`src/design/shps_pkg.sv`:
```
// constants and types shared by both ends of the sync header parity stream link
package shps_pkg;
  // ----------------------------------------------------------------
  // multiblock geometry
  // ----------------------------------------------------------------
  localparam int unsigned BLOCK_BITS    = 64;
  localparam int unsigned MB_BLOCKS     = 32;
  localparam int unsigned MB_DATA_BITS  = 2048;
  localparam int unsigned FIFO_DEPTH    = 4;
  localparam logic [4:0]  LAST_BLOCK    = 5'h1f;
  // ----------------------------------------------------------------
  // stream select values and polynomials
  // ----------------------------------------------------------------
  localparam logic [1:0]  SEL_CRC       = 2'h0;
  localparam logic [1:0]  SEL_FEC       = 2'h2;
  localparam logic [11:0] CRC_POLY      = 12'h987;
  // 0x987 writes x^12 and drops the +1, so the register taps are its low bits moved up one
  localparam logic [11:0] CRC_TAPS      = {CRC_POLY[10:0], 1'b1};  // x^9 + x^8 + x^3 + x^2 + x + 1
  localparam logic [25:0] FEC_POLY      = 26'h0220211;
  // ----------------------------------------------------------------
  // sync header encodings and fixed stream fields
  // ----------------------------------------------------------------
  localparam logic [1:0]  HDR_ONE       = 2'h1;
  localparam logic [1:0]  HDR_ZERO      = 2'h2;
  localparam int unsigned EEMB_BIT      = 22;
  localparam logic [4:0]  PILOT_BITS    = 5'h10;  // stream bits 27..31 = 0,0,0,0,1
  localparam int unsigned PILOT_LSB     = 27;

  typedef enum logic [1:0] {SHPS_CRC, SHPS_FEC, SHPS_OTHER} shps_mode_t;

  // one data bit through the crc shift register
  function automatic logic [11:0] shps_crc_step(input logic [11:0] s, input logic d);
    logic fb;
    fb = s[11] ^ d;
    return {s[10:0], 1'b0} ^ (fb ? CRC_TAPS : 12'h000);
  endfunction : shps_crc_step

  // one data bit through the fec shift register
  function automatic logic [25:0] shps_fec_step(input logic [25:0] s, input logic d);
    logic fb;
    fb = s[25] ^ d;
    return {s[24:0], 1'b0} ^ (fb ? FEC_POLY : 26'h0000000);
  endfunction : shps_fec_step

  // 64 bits, msb first as sent on the lane
  function automatic logic [11:0] shps_crc_block(input logic [11:0] s, input logic [63:0] d);
    logic [11:0] r;
    r = s;
    for (int i = 63; i >= 0; i--) r = shps_crc_step(r, d[i]);
    return r;
  endfunction : shps_crc_block

  function automatic logic [25:0] shps_fec_block(input logic [25:0] s, input logic [63:0] d);
    logic [25:0] r;
    r = s;
    for (int i = 63; i >= 0; i--) r = shps_fec_step(r, d[i]);
    return r;
  endfunction : shps_fec_block

  // builds a 32-bit stream word; bit 0 goes out first
  function automatic logic [31:0] shps_stream(input logic fec, input logic [25:0] par, input logic eemb);
    logic [31:0] w;
    w = 32'h00000000;
    if (fec) begin
      for (int i = 0; i < 22; i++) w[i] = par[25 - i];
      w[23] = par[3];
      w[24] = par[2];
      w[25] = par[1];
      w[26] = par[0];
    end else begin
      for (int g = 0; g < 4; g++) begin
        w[4*g]     = par[11 - 3*g];
        w[4*g + 1] = par[10 - 3*g];
        w[4*g + 2] = par[9 - 3*g];
        w[4*g + 3] = 1'b1;
      end
      w[19] = 1'b1;
      w[21] = 1'b1;
      w[23] = 1'b1;
    end
    w[EEMB_BIT] = eemb;
    w[31:PILOT_LSB] = PILOT_BITS;
    return w;
  endfunction : shps_stream
endpackage : shps_pkg

```
`src/design/shps_link_if.sv`:
```
// lane-side link between the parity stream generator and its receiver
`timescale 1ns/1ps
interface shps_link_if;
  logic        valid;   // one 66-bit block this cycle
  logic [1:0]  hdr;     // sync header, 01 = stream 1, 10 = stream 0
  logic [63:0] data;    // scrambled payload, bit 63 sent first
  logic        ready;   // receiver accepts the block

  modport tx (output valid, output hdr, output data, input ready);
  modport rx (input valid, input hdr, input data, output ready);
endinterface : shps_link_if

```
`src/design/shps_fifo.sv`:
```
// small valid/ready fifo used on the receiver's block path
`timescale 1ns/1ps
module shps_fifo #(
  parameter int unsigned WIDTH = 66,
  parameter int unsigned DEPTH = 4
) (
  // clock and reset
  input  wire logic             clk,
  input  wire logic             reset,
  // fill side
  input  wire logic             in_valid,
  input  wire logic [WIDTH-1:0] in_data,
  output logic                  in_ready,
  // drain side
  output logic                  out_valid,
  output logic [WIDTH-1:0]      out_data,
  input  wire logic             out_ready
);
  localparam int unsigned AW = $clog2(DEPTH);
  logic [WIDTH-1:0] mem [DEPTH];
  logic [AW-1:0]    wr_ptr;
  logic [AW-1:0]    rd_ptr;
  logic [AW:0]      count;
  logic             push;
  logic             pop;

  assign in_ready  = (count != (AW+1)'(DEPTH));
  assign out_valid = (count != '0);
  assign out_data  = mem[rd_ptr];
  assign push      = in_valid & in_ready;
  assign pop       = out_valid & out_ready;

  // storage
  always_ff @(posedge clk) begin
    if (push) mem[wr_ptr] <= in_data;
  end

  // pointers wrap on depth, which need not be a power of two
  always_ff @(posedge clk) begin
    if (reset) begin
      wr_ptr <= '0;
      rd_ptr <= '0;
      count  <= '0;
    end else begin
      if (push) wr_ptr <= (wr_ptr == AW'(DEPTH - 1)) ? '0 : wr_ptr + 1'b1;
      if (pop)  rd_ptr <= (rd_ptr == AW'(DEPTH - 1)) ? '0 : rd_ptr + 1'b1;
      count <= count + (AW+1)'(push) - (AW+1)'(pop);
    end
  end
endmodule : shps_fifo

```
`src/design/shps_rx.sv`:
```
// receive end: recomputes parity, checks it and tracks multiblock alignment
`timescale 1ns/1ps
module shps_rx (
  // clock and reset
  input  wire logic        clk,
  input  wire logic        reset,
  // user side
  input  wire logic [1:0]  sync_header_stream_select,
  output logic             blk_valid,
  output logic [63:0]      blk_data,
  input  wire logic        blk_ready,
  output logic             mb_done,
  output logic             parity_error,
  output logic             extended_multiblock_last_flag,
  output logic             multiblock_end_pilot,
  output logic             header_error,
  output logic             aligned,
  // lane side
  shps_link_if.rx          link
);
  logic        f_valid;
  logic [65:0] f_data;
  logic        f_ready;
  logic [4:0]  idx;
  logic [31:0] sh;
  logic [11:0] crc_state;
  logic [25:0] fec_state;
  logic [25:0] par_prev;     // locally computed parity of the previous multiblock
  logic        have_prev;
  logic [1:0]  pilot_hits;
  logic        fec;
  logic        take;
  logic        bit_in;
  logic [31:0] next_sh;
  logic [11:0] next_crc;
  logic [25:0] next_fec;
  logic [31:0] expect_w;

  // lane blocks buffered so the user side can stall the link
  shps_fifo #(.WIDTH(66), .DEPTH(shps_pkg::FIFO_DEPTH)) u_fifo (
    .clk       (clk),
    .reset     (reset),
    .in_valid  (link.valid),
    .in_data   ({link.hdr, link.data}),
    .in_ready  (link.ready),
    .out_valid (f_valid),
    .out_data  (f_data),
    .out_ready (f_ready)
  );

  assign f_ready = ~blk_valid | blk_ready;
  assign take    = f_valid & f_ready;
  assign fec     = (sync_header_stream_select == shps_pkg::SEL_FEC);
  assign bit_in  = (f_data[65:64] == shps_pkg::HDR_ONE);

  // local parity and stream assembly for the block being taken
  always_comb begin
    next_sh       = sh;
    next_sh[idx]  = bit_in;
    next_crc      = shps_pkg::shps_crc_block(idx == 5'h00 ? 12'h000 : crc_state, f_data[63:0]);
    next_fec      = shps_pkg::shps_fec_block(idx == 5'h00 ? 26'h0000000 : fec_state, f_data[63:0]);
    expect_w      = shps_pkg::shps_stream(fec, par_prev, next_sh[shps_pkg::EEMB_BIT]);
  end

  // parity engines and counters
  always_ff @(posedge clk) begin
    if (reset) begin
      idx       <= 5'h00;
      sh        <= 32'h00000000;
      crc_state <= 12'h000;
      fec_state <= 26'h0000000;
      par_prev  <= 26'h0000000;
      have_prev <= 1'b0;
    end else if (take) begin
      idx       <= idx + 5'h01;
      sh        <= next_sh;
      crc_state <= next_crc;
      fec_state <= next_fec;
      if (idx == shps_pkg::LAST_BLOCK) begin
        par_prev  <= fec ? next_fec : {14'h0000, next_crc};
        have_prev <= 1'b1;
      end
    end
  end

  // user outputs; mismatch of the whole word stands for a nonzero syndrome
  always_ff @(posedge clk) begin
    if (reset) begin
      blk_valid     <= 1'b0;
      blk_data      <= 64'h0000000000000000;
      mb_done       <= 1'b0;
      parity_error  <= 1'b0;
      extended_multiblock_last_flag <= 1'b0;
      multiblock_end_pilot <= 1'b0;
      header_error  <= 1'b0;
      pilot_hits    <= 2'h0;
      aligned       <= 1'b0;
    end else begin
      if (blk_ready) blk_valid <= 1'b0;
      mb_done      <= 1'b0;
      header_error <= take & (f_data[65] == f_data[64]);
      if (take) begin
        blk_valid <= 1'b1;
        blk_data  <= f_data[63:0];
        if (idx == shps_pkg::LAST_BLOCK) begin
          mb_done <= 1'b1;
          parity_error <= have_prev & (next_sh != expect_w);
          extended_multiblock_last_flag <= next_sh[shps_pkg::EEMB_BIT];
          multiblock_end_pilot <= (next_sh[31:shps_pkg::PILOT_LSB] == shps_pkg::PILOT_BITS);
          // alignment needs the pilot twice running, since fec words can mimic it
          if (next_sh[31:shps_pkg::PILOT_LSB] == shps_pkg::PILOT_BITS) begin
            if (pilot_hits != 2'h2) pilot_hits <= pilot_hits + 2'h1;
            aligned <= (pilot_hits != 2'h0);
          end else begin
            pilot_hits <= 2'h0;
            aligned    <= 1'b0;
          end
        end
      end
    end
  end
endmodule : shps_rx

```
`src/flat_wrapper.sv`:
```
// flat-port wrapper written by rule: the top's interface ports become plain ports
module shps_rx_flat 
  (clk, reset, sync_header_stream_select, blk_valid, blk_data, blk_ready, mb_done, parity_error, extended_multiblock_last_flag, multiblock_end_pilot, header_error, aligned, link_valid, link_hdr, link_data, link_ready);
  shps_link_if link_i ();
  input  wire logic clk;
  input  wire logic reset;
  input  wire logic [1:0] sync_header_stream_select;
  output logic blk_valid;
  output logic [63:0] blk_data;
  input  wire logic blk_ready;
  output logic mb_done;
  output logic parity_error;
  output logic extended_multiblock_last_flag;
  output logic multiblock_end_pilot;
  output logic header_error;
  output logic aligned;
  input wire logic [$bits(link_i.valid)-1:0] link_valid;
  input wire logic [$bits(link_i.hdr)-1:0] link_hdr;
  input wire logic [$bits(link_i.data)-1:0] link_data;
  output wire logic [$bits(link_i.ready)-1:0] link_ready;
  assign link_i.valid = link_valid;
  assign link_i.hdr = link_hdr;
  assign link_i.data = link_data;
  assign link_ready = link_i.ready;
  shps_rx u_core (.clk(clk), .reset(reset), .sync_header_stream_select(sync_header_stream_select), .blk_valid(blk_valid), .blk_data(blk_data), .blk_ready(blk_ready), .mb_done(mb_done), .parity_error(parity_error), .extended_multiblock_last_flag(extended_multiblock_last_flag), .multiblock_end_pilot(multiblock_end_pilot), .header_error(header_error), .aligned(aligned), .link(link_i));
endmodule
```
`config.mk`:
```
export PLATFORM = sky130hd
export DESIGN_NAME = shps_rx_flat
export DESIGN_NICKNAME = d
export VERILOG_FILES = /design/src/design/shps_pkg.sv /design/src/design/shps_link_if.sv /design/src/design/shps_fifo.sv /design/src/design/shps_rx.sv /design/src/flat_wrapper.sv
export SDC_FILE = /design/constraint.sdc
export NUM_CORES = 1
export LEC_CHECK = 0
export BUFFER_PORTS_ARGS = -buffer_cell sky130_fd_sc_hd__buf_2
export CORE_MARGIN = 5
export CORE_UTILIZATION = 56
export CTS_CLUSTER_DIAMETER = 30
export DETAILED_ROUTE_END_ITERATION = 8
export GPL_TIMING_DRIVEN = 0
export PLACE_DENSITY = 0.8
export SLEW_MARGIN = 10
export SYNTH_ARGS = -nofsm -noshare
export SYNTH_HDL_FRONTEND = slang
export SYNTH_SLANG_ARGS = --single-unit
```
`constraint.sdc`:
```
create_clock -name clk -period 6.9 [get_ports clk]
set_clock_uncertainty 0.15 [all_clocks]
set_input_delay 1.035 -clock clk [delete_from_list [all_inputs] [get_ports clk]]
set_output_delay 1.035 -clock clk [all_outputs]
set_load 0.02 [all_outputs]
```
==> load_flow_metrics.sql <==
INSERT INTO impl_metrics (metric_group, metric, value, unit) VALUES
('status', 'run_status', 'finished with violations', ''),
('status', 'failed_checks', 'negative setup slack', ''),
('logic_synthesis', 'synth_adder_area_share', '0.8516', '%'),
('logic_synthesis', 'synth_flop_cell', 'sky130_fd_sc_hd__edfxtp_1', ''),
('cts', 'cts_max_level', '3', ''),
('cells_and_area', 'syn_to_final_growth', '29.48', '%'),
('logic_synthesis', 'post_synth_instance_area', '24390', 'sq um'),
('critical_path', 'worst_setup_start_kind', 'flop', ''),
('sta', 'rsz0062_at_grt', 'true', ''),
('cts', 'clock_path_buffers', '3', ''),
('critical_path', 'timing.reg2reg.worst_path_depth', '24', ''),
('min_path', 'worstHoldStart', 'u_core.blk_data[4]', ''),
('placed_design', 'gp_congestion', '0.9540', ''),
('routing', 'initialDrtViolationCount', '1965', ''),
('cts', 'cts_tree', 'built', ''),
('logic_synthesis', 'seq_area_frac_synth', '47.61', '%'),
('min_path', 'min_path_type', 'flop to flop', ''),
('global_routing', 'first_global_vias', '17580', ''),
('routing', 'routed_wl', '75.77', 'mm'),
('floorplan', 'die_height', '218.7', 'um'),
('logic_synthesis', 'async_reset_ff_share', '0', '%'),
('cts', 'clock_latency', '620', 'ps'),
('cts', 'clk_pin_slew_worst_paths', '50', 'ps'),
('logic_synthesis', 'synthSimpleGateAreaFrac', '7.772', '%'),
('logic_synthesis', 'synth_seq_cells', '448', ''),
('critical_path', 'crit_path_end_kind', 'flop', ''),
('min_path', 'hold_path_depth', '2', ''),
('logic_synthesis', 'yosys.area_share.xor_xnor', '29.26', '%'),
('placed_design', 'preCtsSetupSlack', '-1409', 'ps'),
('sta', 'timing.final.hold_violations', '0', ''),
('global_routing', 'grt_start_max_net_pins', '51', ''),
('routing', 'routed_via_density', '5.969', ''),
('floorplan', 'floorplan.io_pins', '144', ''),
('cells_and_area', 'mostFrequentLayoutCell', 'sky130_fd_sc_hd__edfxtp_1', ''),
('sta', 'timing.fmax', '136.5', 'MHz'),
('sta', 'finalSetupViolations', '24', ''),
('floorplan', 'rows', '76', ''),
('critical_path', 'arrival', '7680', 'ps'),
('floorplan', 'initial_core_util', '56.62', '%'),
('job', 'max-cap-violations', '0', ''),
('cells_and_area', 'fraction_of_layout_cells_with_a_size_suffix_above_1', '31.21', '%'),
('global_routing', 'track_usage', '29.38', '%'),
('critical_path', 'critical_path.reg2reg.endpoint', 'u_core.par_prev[10]', ''),
('logic_synthesis', 'postSynthNetCount', '2014', ''),
('logic_synthesis', 'complex_gate_fraction_of_the_synthesized_area', '4.828', '%'),
('critical_path', 'cp_data_required_time', '7260', 'ps'),
('min_path', 'min_to', 'u_core.blk_data[4]', ''),
('global_routing', 'initial_antenna_violation_count', '1', ''),
('logic_synthesis', 'synth_area_per_cell', '12.66', 'sq um'),
('logic_synthesis', 'synth_top_family_by_area', 'XOR/XNOR gates', ''),
('global_routing', 'global_route_wire_length_before_repair', '105.9', 'mm'),
('critical_path', 'r2r_setup_slack', '-430', 'ps'),
('routing', 'via_count', '17710', ''),
('sta', 'slew_violations', '0', ''),
('placed_design', 'io_buffer_count', '142', ''),
('sta', 'fin_ws', '-428.4', 'ps'),
('logic_synthesis', 'yosysWarnings', '0', ''),
('sta', 'worst_slew_pin_tran', '1168', 'ps'),
('placed_design', 'dpl-instance-area', '25990', 'sq um'),
('cells_and_area', 'final_nets', '2404', ''),
('floorplan', 'floorplan.die_area', '47830', 'sq um'),
('logic_synthesis', 'synthDistinctLibCells', '54', ''),
('sta', 'post-route-period-util', '106.2', '%'),
('cts', 'clock_sink_count', '448', ''),
('sta', 'slew-limit-headroom', '22.10', '%'),
('cells_and_area', 'antenna_diode_count', '0', ''),
('global_routing', 'global_route.overflow_total', '0', ''),
('routing', 'route.detailed.drc', '0', ''),
('logic_synthesis', 'synth_enable_flop_cells', '264', ''),
('floorplan', 'fp.coreArea', '43080', 'sq um'),
('floorplan', 'die_w', '218.7', 'um');
==> layout make-up <==
cell class | instances | area, sq um
tap | 585 | 732.0
inverter | 15 | 56.30
fill | 2460 | 11500
sequential | 448 | 11620
buffer | 101 | 498.0
multi-input combinational | 1358 | 13530
clock buffer | 100 | 2273
timing repair buffer | 309 | 2251
clock inverter | 50 | 619.3
==> cells in the mapped netlist (2+ instances only) <==
cell type | count | area share, %
sky130_fd_sc_hd__ha_1 | 15 | 0.77
sky130_fd_sc_hd__nand4_1 | 2 | 0.051
sky130_fd_sc_hd__nor2b_1 | 4 | 0.10
sky130_fd_sc_hd__mux2i_1 | 35 | 1.4
sky130_fd_sc_hd__inv_1 | 15 | 0.23
sky130_fd_sc_hd__a31oi_1 | 4 | 0.10
sky130_fd_sc_hd__nor3_1 | 23 | 0.47
sky130_fd_sc_hd__nor4_1 | 7 | 0.18
sky130_fd_sc_hd__nor2_1 | 142 | 2.2
sky130_fd_sc_hd__and3b_1 | 2 | 0.072
sky130_fd_sc_hd__mux4_2 | 66 | 6.1
sky130_fd_sc_hd__xnor3_1 | 90 | 8.3
sky130_fd_sc_hd__and2_1 | 2 | 0.051
sky130_fd_sc_hd__xnor2_1 | 314 | 11
sky130_fd_sc_hd__nand4b_1 | 2 | 0.072
sky130_fd_sc_hd__xnor2_2 | 13 | 0.87
sky130_fd_sc_hd__a211oi_1 | 37 | 1.1
sky130_fd_sc_hd__a32o_1 | 2 | 0.082
sky130_fd_sc_hd__nand3_1 | 15 | 0.31
sky130_fd_sc_hd__xor3_1 | 12 | 1.2
sky130_fd_sc_hd__xnor2_4 | 5 | 0.56
sky130_fd_sc_hd__buf_6 | 3 | 0.14
sky130_fd_sc_hd__mux2_2 | 2 | 0.092
sky130_fd_sc_hd__buf_2 | 7 | 0.14
sky130_fd_sc_hd__o211ai_1 | 2 | 0.062
sky130_fd_sc_hd__and3_1 | 6 | 0.15
sky130_fd_sc_hd__buf_4 | 2 | 0.062
sky130_fd_sc_hd__a21oi_1 | 119 | 2.4
sky130_fd_sc_hd__dfxtp_1 | 184 | 15
sky130_fd_sc_hd__nor3b_1 | 4 | 0.12
sky130_fd_sc_hd__xor3_2 | 7 | 0.72
sky130_fd_sc_hd__buf_1 | 10 | 0.15
sky130_fd_sc_hd__clkbuf_1 | 82 | 1.3
sky130_fd_sc_hd__edfxtp_1 | 264 | 33
sky130_fd_sc_hd__xor2_4 | 4 | 0.45
sky130_fd_sc_hd__nand2b_1 | 7 | 0.18
sky130_fd_sc_hd__xnor3_2 | 12 | 1.2
sky130_fd_sc_hd__o21ai_0 | 10 | 0.21
sky130_fd_sc_hd__xor2_2 | 8 | 0.53
sky130_fd_sc_hd__a21o_1 | 3 | 0.092
sky130_fd_sc_hd__a22oi_1 | 16 | 0.49
sky130_fd_sc_hd__nand2_1 | 239 | 3.7
sky130_fd_sc_hd__xor2_1 | 117 | 4.2
==> metal layers <==
metal	part of all wire [%]	global-route usage, %	up-vias
li1	-	-	7531
met1	37	37.38	8709
met2	49	48.89	1186
met3	8.6	5.860	279
met4	5.7	13.69	0
met5	0	0	-
==> sequential cells by signal, indices dropped and copies added, names as in the netlist, 3 cells and up, named ones only <==
register             cells
u_core.blk_data         64
u_core.crc_state        12
u_core.fec_state        26
u_core.idx               5
u_core.par_prev         26
u_core.sh               32
u_core.u_fifo.count      3
u_core.u_fifo.mem      264
==> worst max-delay path by stage <==
stage                  startpoint                  end  slack (ps)  cells past startpoint
floorplan                    flop  u_core.par_prev[10]           1                     20
global placement    u_core.idx[0]   u_core.par_prev[2]       -1310                     20
detailed placement  u_core.idx[0]   u_core.par_prev[2]       -1410                     20
CTS                          flop   u_core.par_prev[3]        -150                     21
global route                 flop   u_core.par_prev[4]        -520                     25
finish                       flop  u_core.par_prev[10]        -430                     24
==> cell families after synthesis <==
logic type	Yosys count
mux	103
simple gates	458
buf+inv	120
xor+xnor	582
fa+ha+maj	16
flops	448
compound gates	199
==> stage by stage <==
step | std cells | TNS, ps | utilization [%]
floorplan | 1926 | 0 | -
global placement | 2653 | -27600 | 60.03
detailed placement | 2657 | -30480 | 60.33
CTS | 2904 | -1449 | 71.14
global route | 2966 | -9283 | 73.31
finish | 2966 | -7001 | 73.31
==> what timing repair did <==
item,CTS,global route
pin swaps,82,48
resized for setup,163,75
hold endpoints to repair,0,0
gates cloned,1,0
setup buffers,98,65
endpoints found under the setup margin,47,25
==> critical path, stage by stage, from the launching register on <==
cell                      delay [ps]
sky130_fd_sc_hd__dfxtp_4         400
sky130_fd_sc_hd__buf_16          130
sky130_fd_sc_hd__mux4_2          610
sky130_fd_sc_hd__buf_12          180
sky130_fd_sc_hd__xnor2_2         200
sky130_fd_sc_hd__xnor3_2         360
sky130_fd_sc_hd__buf_12          170
sky130_fd_sc_hd__xnor2_4         210
sky130_fd_sc_hd__xor2_2          230
sky130_fd_sc_hd__xnor3_1         340
sky130_fd_sc_hd__xnor3_2         480
sky130_fd_sc_hd__xnor3_2         480
sky130_fd_sc_hd__xnor3_2         450
sky130_fd_sc_hd__buf_4           160
sky130_fd_sc_hd__xnor3_2         270
sky130_fd_sc_hd__xnor3_2         510
sky130_fd_sc_hd__xnor2_4         180
sky130_fd_sc_hd__xor3_2          510
sky130_fd_sc_hd__xor2_4          180
sky130_fd_sc_hd__buf_12          160
sky130_fd_sc_hd__xor2_4          180
sky130_fd_sc_hd__buf_12          160
sky130_fd_sc_hd__xnor2_4         170
sky130_fd_sc_hd__nand2_1          80
sky130_fd_sc_hd__a32o_1          260
Power is not shown: default switching activity piles up to over one toggle a cycle in this logic, so the estimate is an artifact.
